==> src/rtl/page_read_and_status_cmds_defs.vh <==
// constants for the page read and status command interpreter
`ifndef PAGE_READ_AND_STATUS_CMDS_DEFS_VH
`define PAGE_READ_AND_STATUS_CMDS_DEFS_VH

`define CMD_START          8'h66
`define CMD_READ_PAGE      8'h44
`define CMD_STATUS         8'haa
`define RELEASE_BYTE       8'haa
`define DUMMY_BYTE         8'hff
`define LEN_REQUEST        8'd2
`define LEN_READ_RESP      8'd33
`define LEN_STATUS_RESP    8'd13
`define LEN_SHORT_RESP     8'd1

`define RES_OK             8'haa
`define RES_LOCKED         8'h55
`define RES_BAD_PARAM      8'h77
`define RES_DISABLED       8'h88
`define LOCK_FILL          8'hff
`define HC_NOT_RUN         8'hff
`define HC_PASS            8'haa
`define HC_FAIL            8'hdd

`define CRC_POLY           16'ha001
`define CRC_INIT           16'h0000

`define PROT_SIGNED        4
`define PROT_COUNTER       3
`define PROT_ONEWAY        2
`define PROT_WLOCK         1
`define PROT_RLOCK         0
`define PROT_BITS          5
`define PROT_PAGES         7
`define COUNTER_PAGE       4'h4
`define LAST_PAGE          4'h8
`define PAGE_BYTES         32
`define MEM_BYTES          288

`define OFF_CTRL           12'h000
`define OFF_CUSTOMER_ID    12'h004
`define OFF_MEM_ADDR       12'h008
`define OFF_MEM_DATA       12'h00c
`define OFF_STATUS         12'h010
`define CTRL_DISABLED      0
`define CTRL_RESET         2'h0
`define CUSTOMER_ID_RESET  16'h0000
`define STAT_WR_REJECT     0

`define CLK_MHZ            125
`define READ_EXEC_DELAY_US     50
`define HEALTH_CHECK_DELAY_US  100
`define READ_EXEC_CYCLES       (`READ_EXEC_DELAY_US * `CLK_MHZ)
`define HEALTH_CHECK_CYCLES    (`HEALTH_CHECK_DELAY_US * `CLK_MHZ)

`endif
==> src/rtl/page_read_and_status_cmds.v <==
// page read and status command interpreter with apb register access
//
// The APB register port and the register addresses were left to the implementer.
`timescale 1ns/100ps
`default_nettype none
`include "page_read_and_status_cmds_defs.vh"

module page_read_and_status_cmds #(
  parameter [31:0] READ_EXEC_CYCLES    = `READ_EXEC_CYCLES,
  parameter [31:0] HEALTH_CHECK_CYCLES = `HEALTH_CHECK_CYCLES,
  parameter [15:0] VERSION_CODE        = 16'h5a31 // value is arbitrary
) (
  input  wire        i_clk,
  input  wire        i_rst_n,
  input  wire        i_psel,
  input  wire        i_penable,
  input  wire        i_pwrite,
  input  wire [11:0] i_paddr,
  input  wire [31:0] i_pwdata,
  output reg         o_pready,
  output reg  [31:0] o_prdata,
  output reg         o_pslverr,
  input  wire        i_rx_valid,
  input  wire [7:0]  i_rx_byte,
  output reg         o_tx_valid,
  output reg  [7:0]  o_tx_byte,
  input  wire        i_tx_ready,
  input  wire [34:0] i_page_prot,
  input  wire        i_entropy_healthy,
  output reg         o_busy
);

  localparam [2:0] S_IDLE    = 3'd0;
  localparam [2:0] S_LEN     = 3'd1;
  localparam [2:0] S_CMD     = 3'd2;
  localparam [2:0] S_PARAM   = 3'd3;
  localparam [2:0] S_CRC_OUT = 3'd4;
  localparam [2:0] S_RELEASE = 3'd5;
  localparam [2:0] S_EXEC    = 3'd6;
  localparam [2:0] S_RESP    = 3'd7;

  reg  [7:0]  mem [0:`MEM_BYTES-1];
  reg  [2:0]  state;
  reg  [7:0]  cmd;
  reg  [7:0]  param;
  reg  [15:0] crc;
  reg  [5:0]  tx_idx;
  reg  [31:0] exec_cnt;
  reg  [7:0]  result;
  reg  [7:0]  resp_len;
  reg  [7:0]  health;
  reg  [1:0]  ctrl;
  reg  [15:0] customer_id;
  reg  [8:0]  mem_addr;
  reg         wr_reject;
  reg  [7:0]  resp_byte;
  reg  [7:0]  status_byte;
  reg  [7:0]  data_byte;
  reg  [31:0] next_rdata;
  reg         next_slverr;

  wire [7:0]  prot_byte [0:`PROT_PAGES-1];
  wire [3:0]  rd_page = param[3:0];
  wire [3:0]  wr_page = mem_addr[8:5];
  wire [4:0]  rd_prot = (rd_page < `PROT_PAGES) ? prot_byte[rd_page[2:0]][4:0] : 5'h00;
  wire [4:0]  wr_prot = (wr_page < `PROT_PAGES) ? prot_byte[wr_page[2:0]][4:0] : 5'h00;
  wire        disabled = ctrl[`CTRL_DISABLED];
  wire        apb_acc = i_psel & i_penable & ~o_pready;
  wire        apb_wr = i_psel & i_penable & o_pready & i_pwrite;
  wire        rx_take = i_rx_valid;
  wire        tx_done = o_tx_valid & i_tx_ready;
  wire [5:0]  last_idx = (state == S_CRC_OUT) ? 6'd1 : resp_len[5:0] + 6'd3;
  wire [8:0]  rd_addr = {rd_page, tx_idx[4:0] - 5'd3};

  genvar g;
  generate
    for (g = 0; g < `PROT_PAGES; g = g + 1)
    begin : gen_prot
      // top three bits forced to zero
      assign prot_byte[g] = {3'h0, i_page_prot[g*`PROT_BITS +: `PROT_BITS]};
    end
  endgenerate

  function [15:0] crc16_byte;
    input [15:0] c;
    input [7:0]  d;
    integer i;
    reg [15:0] t;
    begin
      t = c ^ {8'h00, d};
      for (i = 0; i < 8; i = i + 1)
        t = t[0] ? ((t >> 1) ^ `CRC_POLY) : (t >> 1);
      crc16_byte = t;
    end
  endfunction

  // read lock hides data, except on counter page 4 when its counter flag is set
  wire rd_locked = rd_prot[`PROT_RLOCK] &
                   ~(rd_page == `COUNTER_PAGE && rd_prot[`PROT_COUNTER]);

  always @*
  begin
    status_byte = 8'h00;
    data_byte = 8'h00;
    // protection read straight from store, no access check
    case (tx_idx)
      6'd3:    status_byte = prot_byte[0];
      6'd4:    status_byte = prot_byte[1];
      6'd5:    status_byte = prot_byte[2];
      6'd6:    status_byte = prot_byte[3];
      6'd7:    status_byte = prot_byte[4];
      6'd8:    status_byte = prot_byte[5];
      6'd9:    status_byte = prot_byte[6];
      6'd10:   status_byte = customer_id[7:0];
      6'd11:   status_byte = customer_id[15:8];
      6'd12:   status_byte = VERSION_CODE[7:0];
      6'd13:   status_byte = VERSION_CODE[15:8];
      6'd14:   status_byte = health;
      default: status_byte = 8'h00;
    endcase
    if (result == `RES_LOCKED)
      data_byte = `LOCK_FILL;
    else
      data_byte = mem[rd_addr];
    resp_byte = 8'h00;
    if (state == S_CRC_OUT)
      resp_byte = tx_idx[0] ? ~crc[15:8] : ~crc[7:0];
    else if (tx_idx == 6'd0)
      resp_byte = `DUMMY_BYTE;
    else if (tx_idx == 6'd1)
      resp_byte = resp_len;
    else if (tx_idx == 6'd2)
      resp_byte = result;
    else if (tx_idx == last_idx - 6'd1)
      resp_byte = ~crc[7:0];
    else if (tx_idx == last_idx)
      resp_byte = ~crc[15:8];
    else if (cmd == `CMD_STATUS)
      resp_byte = status_byte;
    else
      resp_byte = data_byte;
  end

  always @(posedge i_clk)
  begin
    if (!i_rst_n)
    begin
      state <= S_IDLE;
      cmd <= 8'h00;
      param <= 8'h00;
      crc <= `CRC_INIT;
      tx_idx <= 6'd0;
      exec_cnt <= 32'd0;
      result <= 8'h00;
      resp_len <= 8'h00;
      health <= `HC_NOT_RUN;
      o_tx_valid <= 1'b0;
      o_tx_byte <= 8'h00;
      o_busy <= 1'b0;
    end
    else
    begin
      o_busy <= (state != S_IDLE);
      case (state)
        S_IDLE:
        begin
          if (rx_take && i_rx_byte == `CMD_START)
          begin
            crc <= crc16_byte(`CRC_INIT, i_rx_byte);
            state <= S_LEN;
          end
        end
        S_LEN:
        begin
          if (rx_take)
          begin
            crc <= crc16_byte(crc, i_rx_byte);
            // only two-byte requests belong here
            state <= (i_rx_byte == `LEN_REQUEST) ? S_CMD : S_IDLE;
          end
        end
        S_CMD:
        begin
          if (rx_take)
          begin
            crc <= crc16_byte(crc, i_rx_byte);
            cmd <= i_rx_byte;
            if (i_rx_byte == `CMD_READ_PAGE || i_rx_byte == `CMD_STATUS)
              state <= S_PARAM;
            else
              state <= S_IDLE;
          end
        end
        S_PARAM:
        begin
          if (rx_take)
          begin
            crc <= crc16_byte(crc, i_rx_byte);
            param <= i_rx_byte;
            tx_idx <= 6'd0;
            state <= S_CRC_OUT;
          end
        end
        S_RELEASE:
        begin
          if (rx_take)
          begin
            if (i_rx_byte == `RELEASE_BYTE)
            begin
              state <= S_EXEC;
              health <= `HC_NOT_RUN;
              if (cmd == `CMD_STATUS && param == 8'h01)
                exec_cnt <= READ_EXEC_CYCLES + HEALTH_CHECK_CYCLES;
              else
                exec_cnt <= READ_EXEC_CYCLES;
            end
            else
              state <= S_IDLE;
          end
        end
        S_EXEC:
        begin
          if (exec_cnt > 32'd1)
            exec_cnt <= exec_cnt - 32'd1;
          else
          begin
            tx_idx <= 6'd0;
            crc <= `CRC_INIT;
            state <= S_RESP;
            if (disabled)
            begin
              result <= `RES_DISABLED;
              resp_len <= `LEN_SHORT_RESP;
            end
            else if (cmd == `CMD_STATUS)
            begin
              resp_len <= `LEN_STATUS_RESP;
              if (param[7:1] != 7'h00)
                result <= `RES_BAD_PARAM;
              else
              begin
                result <= `RES_OK;
                if (param[0])
                  health <= i_entropy_healthy ? `HC_PASS : `HC_FAIL;
              end
            end
            else if (param[7:4] != 4'h0 || rd_page > `LAST_PAGE)
            begin
              result <= `RES_BAD_PARAM;
              resp_len <= `LEN_SHORT_RESP;
            end
            else
            begin
              resp_len <= `LEN_READ_RESP;
              result <= rd_locked ? `RES_LOCKED : `RES_OK;
            end
          end
        end
        S_CRC_OUT, S_RESP:
        begin
          if (!o_tx_valid)
          begin
            o_tx_valid <= 1'b1;
            o_tx_byte <= resp_byte;
          end
          else if (tx_done)
          begin
            o_tx_valid <= 1'b0;
            // dummy and crc bytes stay out of the sum
            if (state == S_RESP && tx_idx != 6'd0 && tx_idx < last_idx - 6'd1)
              crc <= crc16_byte(crc, o_tx_byte);
            if (tx_idx == last_idx)
            begin
              tx_idx <= 6'd0;
              state <= (state == S_CRC_OUT) ? S_RELEASE : S_IDLE;
            end
            else
              tx_idx <= tx_idx + 6'd1;
          end
        end
        default: state <= S_IDLE;
      endcase
    end
  end

  // memory loader write filter
  wire wr_counter = (wr_page == `COUNTER_PAGE) & wr_prot[`PROT_COUNTER];
  wire wr_allow = ~wr_counter & ~wr_prot[`PROT_WLOCK] & ~wr_prot[`PROT_SIGNED];
  wire wr_data_hit = apb_wr & (i_paddr == `OFF_MEM_DATA);
  wire [7:0] wr_old = mem[mem_addr];
  wire [7:0] wr_new = wr_prot[`PROT_ONEWAY] ? (wr_old & i_pwdata[7:0]) : i_pwdata[7:0];

  // no authentication path here, so signed pages always refuse
  always @(posedge i_clk)
  begin
    if (wr_data_hit && wr_allow && mem_addr < `MEM_BYTES)
      mem[mem_addr] <= wr_new;
  end

  always @*
  begin
    next_rdata = 32'h0000_0000;
    next_slverr = 1'b0;
    case (i_paddr)
      `OFF_CTRL:        next_rdata = {30'h0, ctrl};
      `OFF_CUSTOMER_ID: next_rdata = {16'h0, customer_id};
      `OFF_MEM_ADDR:    next_rdata = {23'h0, mem_addr};
      `OFF_MEM_DATA:    next_rdata = {24'h0, wr_old};
      `OFF_STATUS:      next_rdata = {20'h0, result, state, wr_reject};
      default:          next_slverr = 1'b1;
    endcase
  end

  always @(posedge i_clk)
  begin
    if (!i_rst_n)
    begin
      o_pready <= 1'b0;
      o_prdata <= 32'h0000_0000;
      o_pslverr <= 1'b0;
      ctrl <= `CTRL_RESET;
      customer_id <= `CUSTOMER_ID_RESET;
      mem_addr <= 9'h000;
      wr_reject <= 1'b0;
    end
    else
    begin
      // one wait state keeps every apb output a flop
      o_pready <= apb_acc;
      // error flag stands only with ready, never after it
      o_pslverr <= apb_acc & next_slverr;
      if (apb_acc)
        o_prdata <= i_pwrite ? 32'h0000_0000 : next_rdata;
      if (apb_wr && i_paddr == `OFF_CTRL)
        ctrl <= i_pwdata[1:0];
      if (apb_wr && i_paddr == `OFF_CUSTOMER_ID)
        customer_id <= i_pwdata[15:0];
      if (apb_wr && i_paddr == `OFF_MEM_ADDR)
        mem_addr <= i_pwdata[8:0];
      else if (wr_data_hit)
        mem_addr <= mem_addr + 9'h001;
      // a new reject beats a clear in the same cycle
      if (wr_data_hit && (!wr_allow || mem_addr >= `MEM_BYTES))
        wr_reject <= 1'b1;
      else if (apb_wr && i_paddr == `OFF_STATUS && i_pwdata[`STAT_WR_REJECT])
        wr_reject <= 1'b0;
    end
  end

endmodule
`default_nettype wire

==> config.mk <==
export PLATFORM = sky130hd
export DESIGN_NAME = page_read_and_status_cmds
export DESIGN_NICKNAME = d
export VERILOG_FILES = /design/src/rtl/page_read_and_status_cmds.v
export VERILOG_INCLUDE_DIRS = /design/src /design/src/rtl
export SDC_FILE = /design/constraint.sdc
export NUM_CORES = 2
export LEC_CHECK = 0
export BUFFER_PORTS_ARGS = -buffer_cell sky130_fd_sc_hd__buf_2
export CORE_AREA = 4 4 645 327
export DETAILED_ROUTE_END_ITERATION = 10
export DIE_AREA = 0 0 649 331
export PLACE_DENSITY_LB_ADDON = 0.05
export REMOVE_ABC_BUFFERS = 1
export SLEW_MARGIN = 10
export SYNTH_ARGS = -nofsm -noshare
export SYNTH_HDL_FRONTEND = slang
export SYNTH_SLANG_ARGS = --single-unit
export TNS_END_PERCENT = 1
==> constraint.sdc <==
create_clock -name i_clk -period 16.9 [get_ports i_clk]
set_clock_uncertainty 0.05 [all_clocks]
set_input_delay 3.38 -clock i_clk [delete_from_list [all_inputs] [get_ports i_clk]]
set_output_delay 3.38 -clock i_clk [all_outputs]
set_load 0.02 [all_outputs]
**After elaboration in Yosys (flattened, before gate mapping)**

Memory sizes are Yosys's and may differ from the RTL's. A register that Yosys moved wholly into a read port is not among the register bits.
Cells that the tools add are included.

- Bits in writable memories: 2304
- Input bits: 95
- Memories: 1
- Logic and storage cells: 284
- Output and inout port bits: 44
- Register bits: 169

Memory list:

| name | words | bits a word | read ports | clocked after Yosys merged registers in | write ports | line | RTL |
|---|---|---|---|---|---|---|---|
| mem | 288 | 8 | 2 | 1 | 1 | page_read_and_status_cmds.v:42 | `` reg [7:0] mem [0:`MEM_BYTES-1]; `` |

- Muxes and demuxes: 106
- Reduce and logical (&&, ||, !) cells: 41
- Add/sub/neg operators: 6
- Equal/unequal tests: 53
- Order comparisons: 9
- Bitwise operators: 49

Operators by type and width:

| kind | number |
|---|---|
| two-way mux 16 bit | 30 |
| two-way mux 8 bit | 22 |
| two-way mux 32 bit | 4 |
| one-hot mux 8 bit (12 select lines) | 1 |
| one-hot mux 16 bit (5 select lines) | 1 |
| NOT 2 -> 3 bit | 23 |
| one-hot mux 16 bit (4 select lines) | 1 |
| one-hot mux 32 bit (2 select lines) | 1 |
| two-way mux 6 bit | 9 |
| binary-select mux 8 bit (select 3 bit) | 2 |
| equality test 6 x 4 -> 1 bit (second input constant) | 7 |
| two-way mux 9 bit | 4 |
| two-way mux 3 bit | 11 |
| greater-than comparator 32 x 1 -> 1 bit (second input constant) | 1 |
| != test 2 bit (second input constant) | 16 |
| subtractor 32 x 1 -> 32 bit (second input constant) | 1 |
| bitwise XOR 16 x 8 -> 16 bit | 2 |
| equality test 12 x 4 -> 1 bit (second input constant) | 2 |
| equality test 6 x 3 -> 1 bit (second input constant) | 4 |
| equality test 8 x 7 -> 1 bit (second input constant) | 3 |
| one-hot mux 3 bit (7 select lines) | 1 |
| one-hot mux 6 bit (3 select lines) | 1 |
| equality test 8 bit (second input constant) | 2 |
| NOT 8 bit | 2 |
| other kinds (55) | 113 |

**Depth between registers and ports, before layout**

- Depth after elaboration: 21
- Mapped depth: 18
- Depth with buffers taken out: 15

**Least setup slack after synthesis**

No wires, ideal clock.

- Kind: input to register
- Start: input port i_page_prot[17]
- End: memory mem[0][1], data pin
- Path buffers: 0
- Stages: 5
- Data required time: 14310 ps
- Library setup time: 2540 ps
- Arrival: 15604 ps
- Slack: -1294 ps
- Cell sequence: mux4_2 -> nor2_1 -> a211o_1 -> inv_1 -> a21boi_0

- Longest elaborated chain between the ends: 5

Ends and longest elaborated chain:

| what | line | RTL |
|---|---|---|
| from (decl) | page_read_and_status_cmds.v:28 | `input wire [34:0] i_page_prot,` |
| binary-select mux 8 bit (select 3 bit) | page_read_and_status_cmds.v:66 | `` wire [4:0] wr_prot = (wr_page < `PROT_PAGES) ? prot_byte[wr_page[2:0]][4:0] : 5'h00; `` |
| two-way mux 5 bit (implied by the code) (2 in series) | page_read_and_status_cmds.v:66 |  |
| two-way mux 5 bit | page_read_and_status_cmds.v:66 |  |
| two-way mux 8 bit | page_read_and_status_cmds.v:291 | `` wire [7:0] wr_new = wr_prot[`PROT_ONEWAY] ? (wr_old & i_pwdata[7:0]) : i_pwdata[7:0]; `` |
| named net wr_new[1] | page_read_and_status_cmds.v:291 |  |
| to (decl) | page_read_and_status_cmds.v:42 |  |

The timed path passes the listed nets, and every way through them passes these cells. The select of a mux whose other input is x is not followed.

**Worst setup path after layout**

- Start: input port i_paddr[4]
- End: memory mem[272][7], enable pin

- Longest elaborated chain between the ends: 6

Ends and longest elaborated chain:

| what | line | RTL |
|---|---|---|
| from (decl) | page_read_and_status_cmds.v:18 | `input wire [11:0] i_paddr,` |
| equality test 12 x 4 -> 1 bit | -- |  |
| bitwise AND 1 bit | page_read_and_status_cmds.v:289 | `` wire wr_data_hit = apb_wr & (i_paddr == `OFF_MEM_DATA); `` |
| logical AND 1 bit | page_read_and_status_cmds.v:296 | `` if (wr_data_hit && wr_allow && mem_addr < `MEM_BYTES) `` |
| logical AND 1 bit (no line) | -- |  |
| two-way mux 1 bit | page_read_and_status_cmds.v:296 |  |
| two-way mux 1 bit (implied by the code) | page_read_and_status_cmds.v:297 | `mem[mem_addr] <= wr_new;` |

No other way between the ends.

==> impl_metrics.tcl <==
set metrics [dict create \
    status "finished clean" \
    startpoint_type "input port" \
    slew_viol_final 0 \
    switching_share_pct 20.7 \
    finalSetupTns_ns 0 \
    setup_violations 0 \
    die_h_microns 331 \
    synth.largest_area_cell "edfxtp_1" \
    cts_tree "done" \
    grt_pass1_vias 68773 \
    grt_remaining_overflow 0 \
    vias_per_cell 7.72 \
    postSynthAreaPerCell_sq_um 17.2 \
    ys_ff_latch 2450 \
    setup_ws_ns 8.48 \
    use_met2_pct 47.8 \
    post-dp-hpwl_microns 285000 \
    gr-usage-met3_pct 23.2 \
    worst_ep_arrival_time_ns 8.87 \
    root_buffer "clkbuf_16" \
    ant_nets 0 \
    ys_types 85 \
    grt_antenna_before_repair 44 \
    hold_viol 0 \
    yosys_warnings 0 \
    synth.most_common_cell "edfxtp_1" \
    period_minus_slack_ns 8.42 \
    grt_pass1_wl_microns 570000 \
    post-route-period-util_pct 49.8 \
    peakVddDrop_mv 0.0760 \
    yosysSeqAreaShare_pct 62.0 \
    synth_area_sq_um 116000 \
    numCtsBuffers 217 \
    busiest_layer "met1" \
    p_leak_nw 37.6 \
    synthMuxAreaShare_pct 24.4 \
    clock_path_buffers 4 \
    syn_to_final_growth_pct 9.06 \
    wire_per_inst_microns 43.1 \
    fill_cells 14606 \
    cts_resized 0 \
    die_w_microns 649 \
    postCtsSetupBuffers 0 \
    synth-xor-area-share_pct 0.661 \
    path_max_fanout 16 \
    numPlacedInstances 9283 \
    synth_top_area_share_pct 59.5 \
    fin_cells 9705 \
    comb_power_share_pct 1.6 \
    max_freq_mhz 119 \
    synthesis.instances 6763 \
    num_vias 74886 \
    first_pass_iters 9 \
    clk_latency_ns 0.92 \
    synth.area.top_cells "edfxtp_1, mux4_2, mux2i_1, dfxtp_1, a22oi_1" \
    drc 0 \
    core_area_sq_um 206000 \
    std_cell_rows 118 \
    p_clk_share_pct 43.0 \
    cts_hold_buf 0 \
    synth_common_cells "edfxtp_1, mux4_2, nor2_1" \
    gp_congestion 1.00 \
    die-area_sq_um 215000 \
    grt_max_degree 214 \
    total_power_mw 12.0 \
    grtUsageMet1_pct 56.8 \
    synth_edf_count 2304 \
    switchingPower_mw 2.48 \
    synthFlopType "edfxtp_1" \
    synth-adder-area-share_pct 0.312 \
    drt_iter0_markers 14227 \
    rsz0062_at_grt "false" \
    cts.htree.levels 4 \
    pwr-share-seq_pct 55.4 \
    p_int_mw 9.49 \
    cts_sinks 2450 \
    totalWireLength_microns 418000 \
    cap_violations 0 \
    worst_pin_slew_ns 1.42 \
    synth-simple-area-share_pct 5.16 \
    fin_nets 6870 \
    holdCritPathClass "flip-flop to flip-flop" \
    cp-end-kind "flip-flop" \
    synth_compound_area_share_pct 5.25 \
    grt_use_total_pct 38.6 \
    start_util_pct 56.6 \
    async_flop_share_pct 0 \
    post_route_cells_drive_above_1_share_pct 26.2 \
    powerDensity_nw_per_um2 94.3 \
    critical_path_class "input port to flip-flop" \
    slew_headroom_pct 5.10 \
    synth_top_family_by_area "multiplexers" \
    place_ws_ns 7.85 \
    critical_path_required_ns 17.35 \
    ios 139 \
    port_buffers 106 \
    clk_pin_slew_worst_paths_ns 0.07 \
]
[cell usage in the layout, fill, tap and decap left out, types with 28 or more instances in the layout]
cell type / Yosys / layout
o22ai_1: 35 / 33
inv_1: 31 / 30
nand2_1: 389 / 384
a22o_1: 37 / 37
ha_1: 29 / 28
nor3_1: 55 / 55
xnor2_1: 60 / 58
buf_4: 70 / 174
clkinv_2: 0 / 38
nor4_1: 30 / 29
a21oi_1: 137 / 137
clkbuf_16: 0 / 221
edfxtp_1: 2304 / 2304
nor2_1: 463 / 453
nand3_1: 199 / 195
a221oi_1: 32 / 32
clkbuf_1: 282 / 44
buf_2: 133 / 106
o21ai_0: 69 / 67
a31oi_1: 33 / 33
a22oi_1: 264 / 264
mux4_2: 1120 / 1120
mux2i_1: 307 / 307
a32oi_1: 36 / 36
nand4_1: 52 / 52
dfxtp_1: 146 / 140
clkinv_1: 1 / 44
[logic make-up after synthesis]
kind of cell | after synthesis
compound gates | 849
xor+xnor | 87
fa+ha+maj | 29
buf+inv | 581
flops | 2450
mux | 1431
other cells | 1
simple gates | 1335
[final cells by class]
type | instances | area (sq um) | area share (%)
sequential | 2450 | 72100 | 56.8
multi-input combinational | 3747 | 42000 | 33.1
clock buffer | 275 | 5830 | 4.59
tap | 2760 | 3450 | 2.72
timing repair buffer | 296 | 2120 | 1.67
clock inverter | 120 | 1240 | 0.976
inverter | 34 | 129 | 0.102
antenna | 23 | 57.6 | 0.0453
[power groups by stage]
stage	Clock (mW)	Combinational [mW]	Sequential, mW
finish	5.14	0.189	6.64
global route	5.42	0.197	6.63
CTS	5.14	0.183	6.63
detailed placement	0	0.185	6.77
global placement	0	0.178	6.77
floorplan	0	0.0855	6.80
[metal layers]
metal	wire (microns)	share of wire, %
met5	520	0.12
met4	14300	3.4
met3	85400	20
met2	159000	38
met1	159000	38
[worst paths after layout]
check / slack (ns) / cells past startpoint / endpoint / start
hold reg to reg: 0.41 / 2 / cmd[2]$_SDFFE_PN0P_ / cmd[2]$_SDFFE_PN0P_
setup reg to reg: 8.68 / 12 / mem[36][5]$_DFFE_PP_ / flip-flop
setup / recovery: 8.48 / 9 / mem[272][7]$_DFFE_PP_ / i_paddr[4]
hold / removal: 0.41 / 2 / cmd[2]$_SDFFE_PN0P_ / cmd[2]$_SDFFE_PN0P_
[through the flow]
| step | utilization (%) | hold slack (ns) | instance area [sq um] |
|---|---|---|---|
| after floorplan | - | 0.381 | 114000 |
| after global placement | 58.2 | 0.387 | 120000 |
| after detailed placement | 58.2 | 0.397 | 120000 |
| after CTS | 61.7 | 0.407 | 127000 |
| after global routing | 61.7 | 0.423 | 127000 |
| final | 61.7 | 0.407 | 127000 |
[sequential cells by signal, indices dropped and copies added, names as in the netlist, 6 cells and up, named ones only]
register	flops
mem	2304
exec_cnt	32
crc	16
customer_id	16
o_prdata	16
mem_addr	9
cmd	8
o_tx_byte	8
param	8
tx_idx	6
[worst max-delay path, cell delays in order]
cell and delay (ns):
buf_2 0.22, inv_1 0.43, nand4_1 0.86, nor3_2 0.74, nand3_1 0.30, a211oi_2 0.69, buf_4 0.28, nand3_1 0.70
nor2_1 1.22
Note: power is estimated with default switching activity, not from simulation.
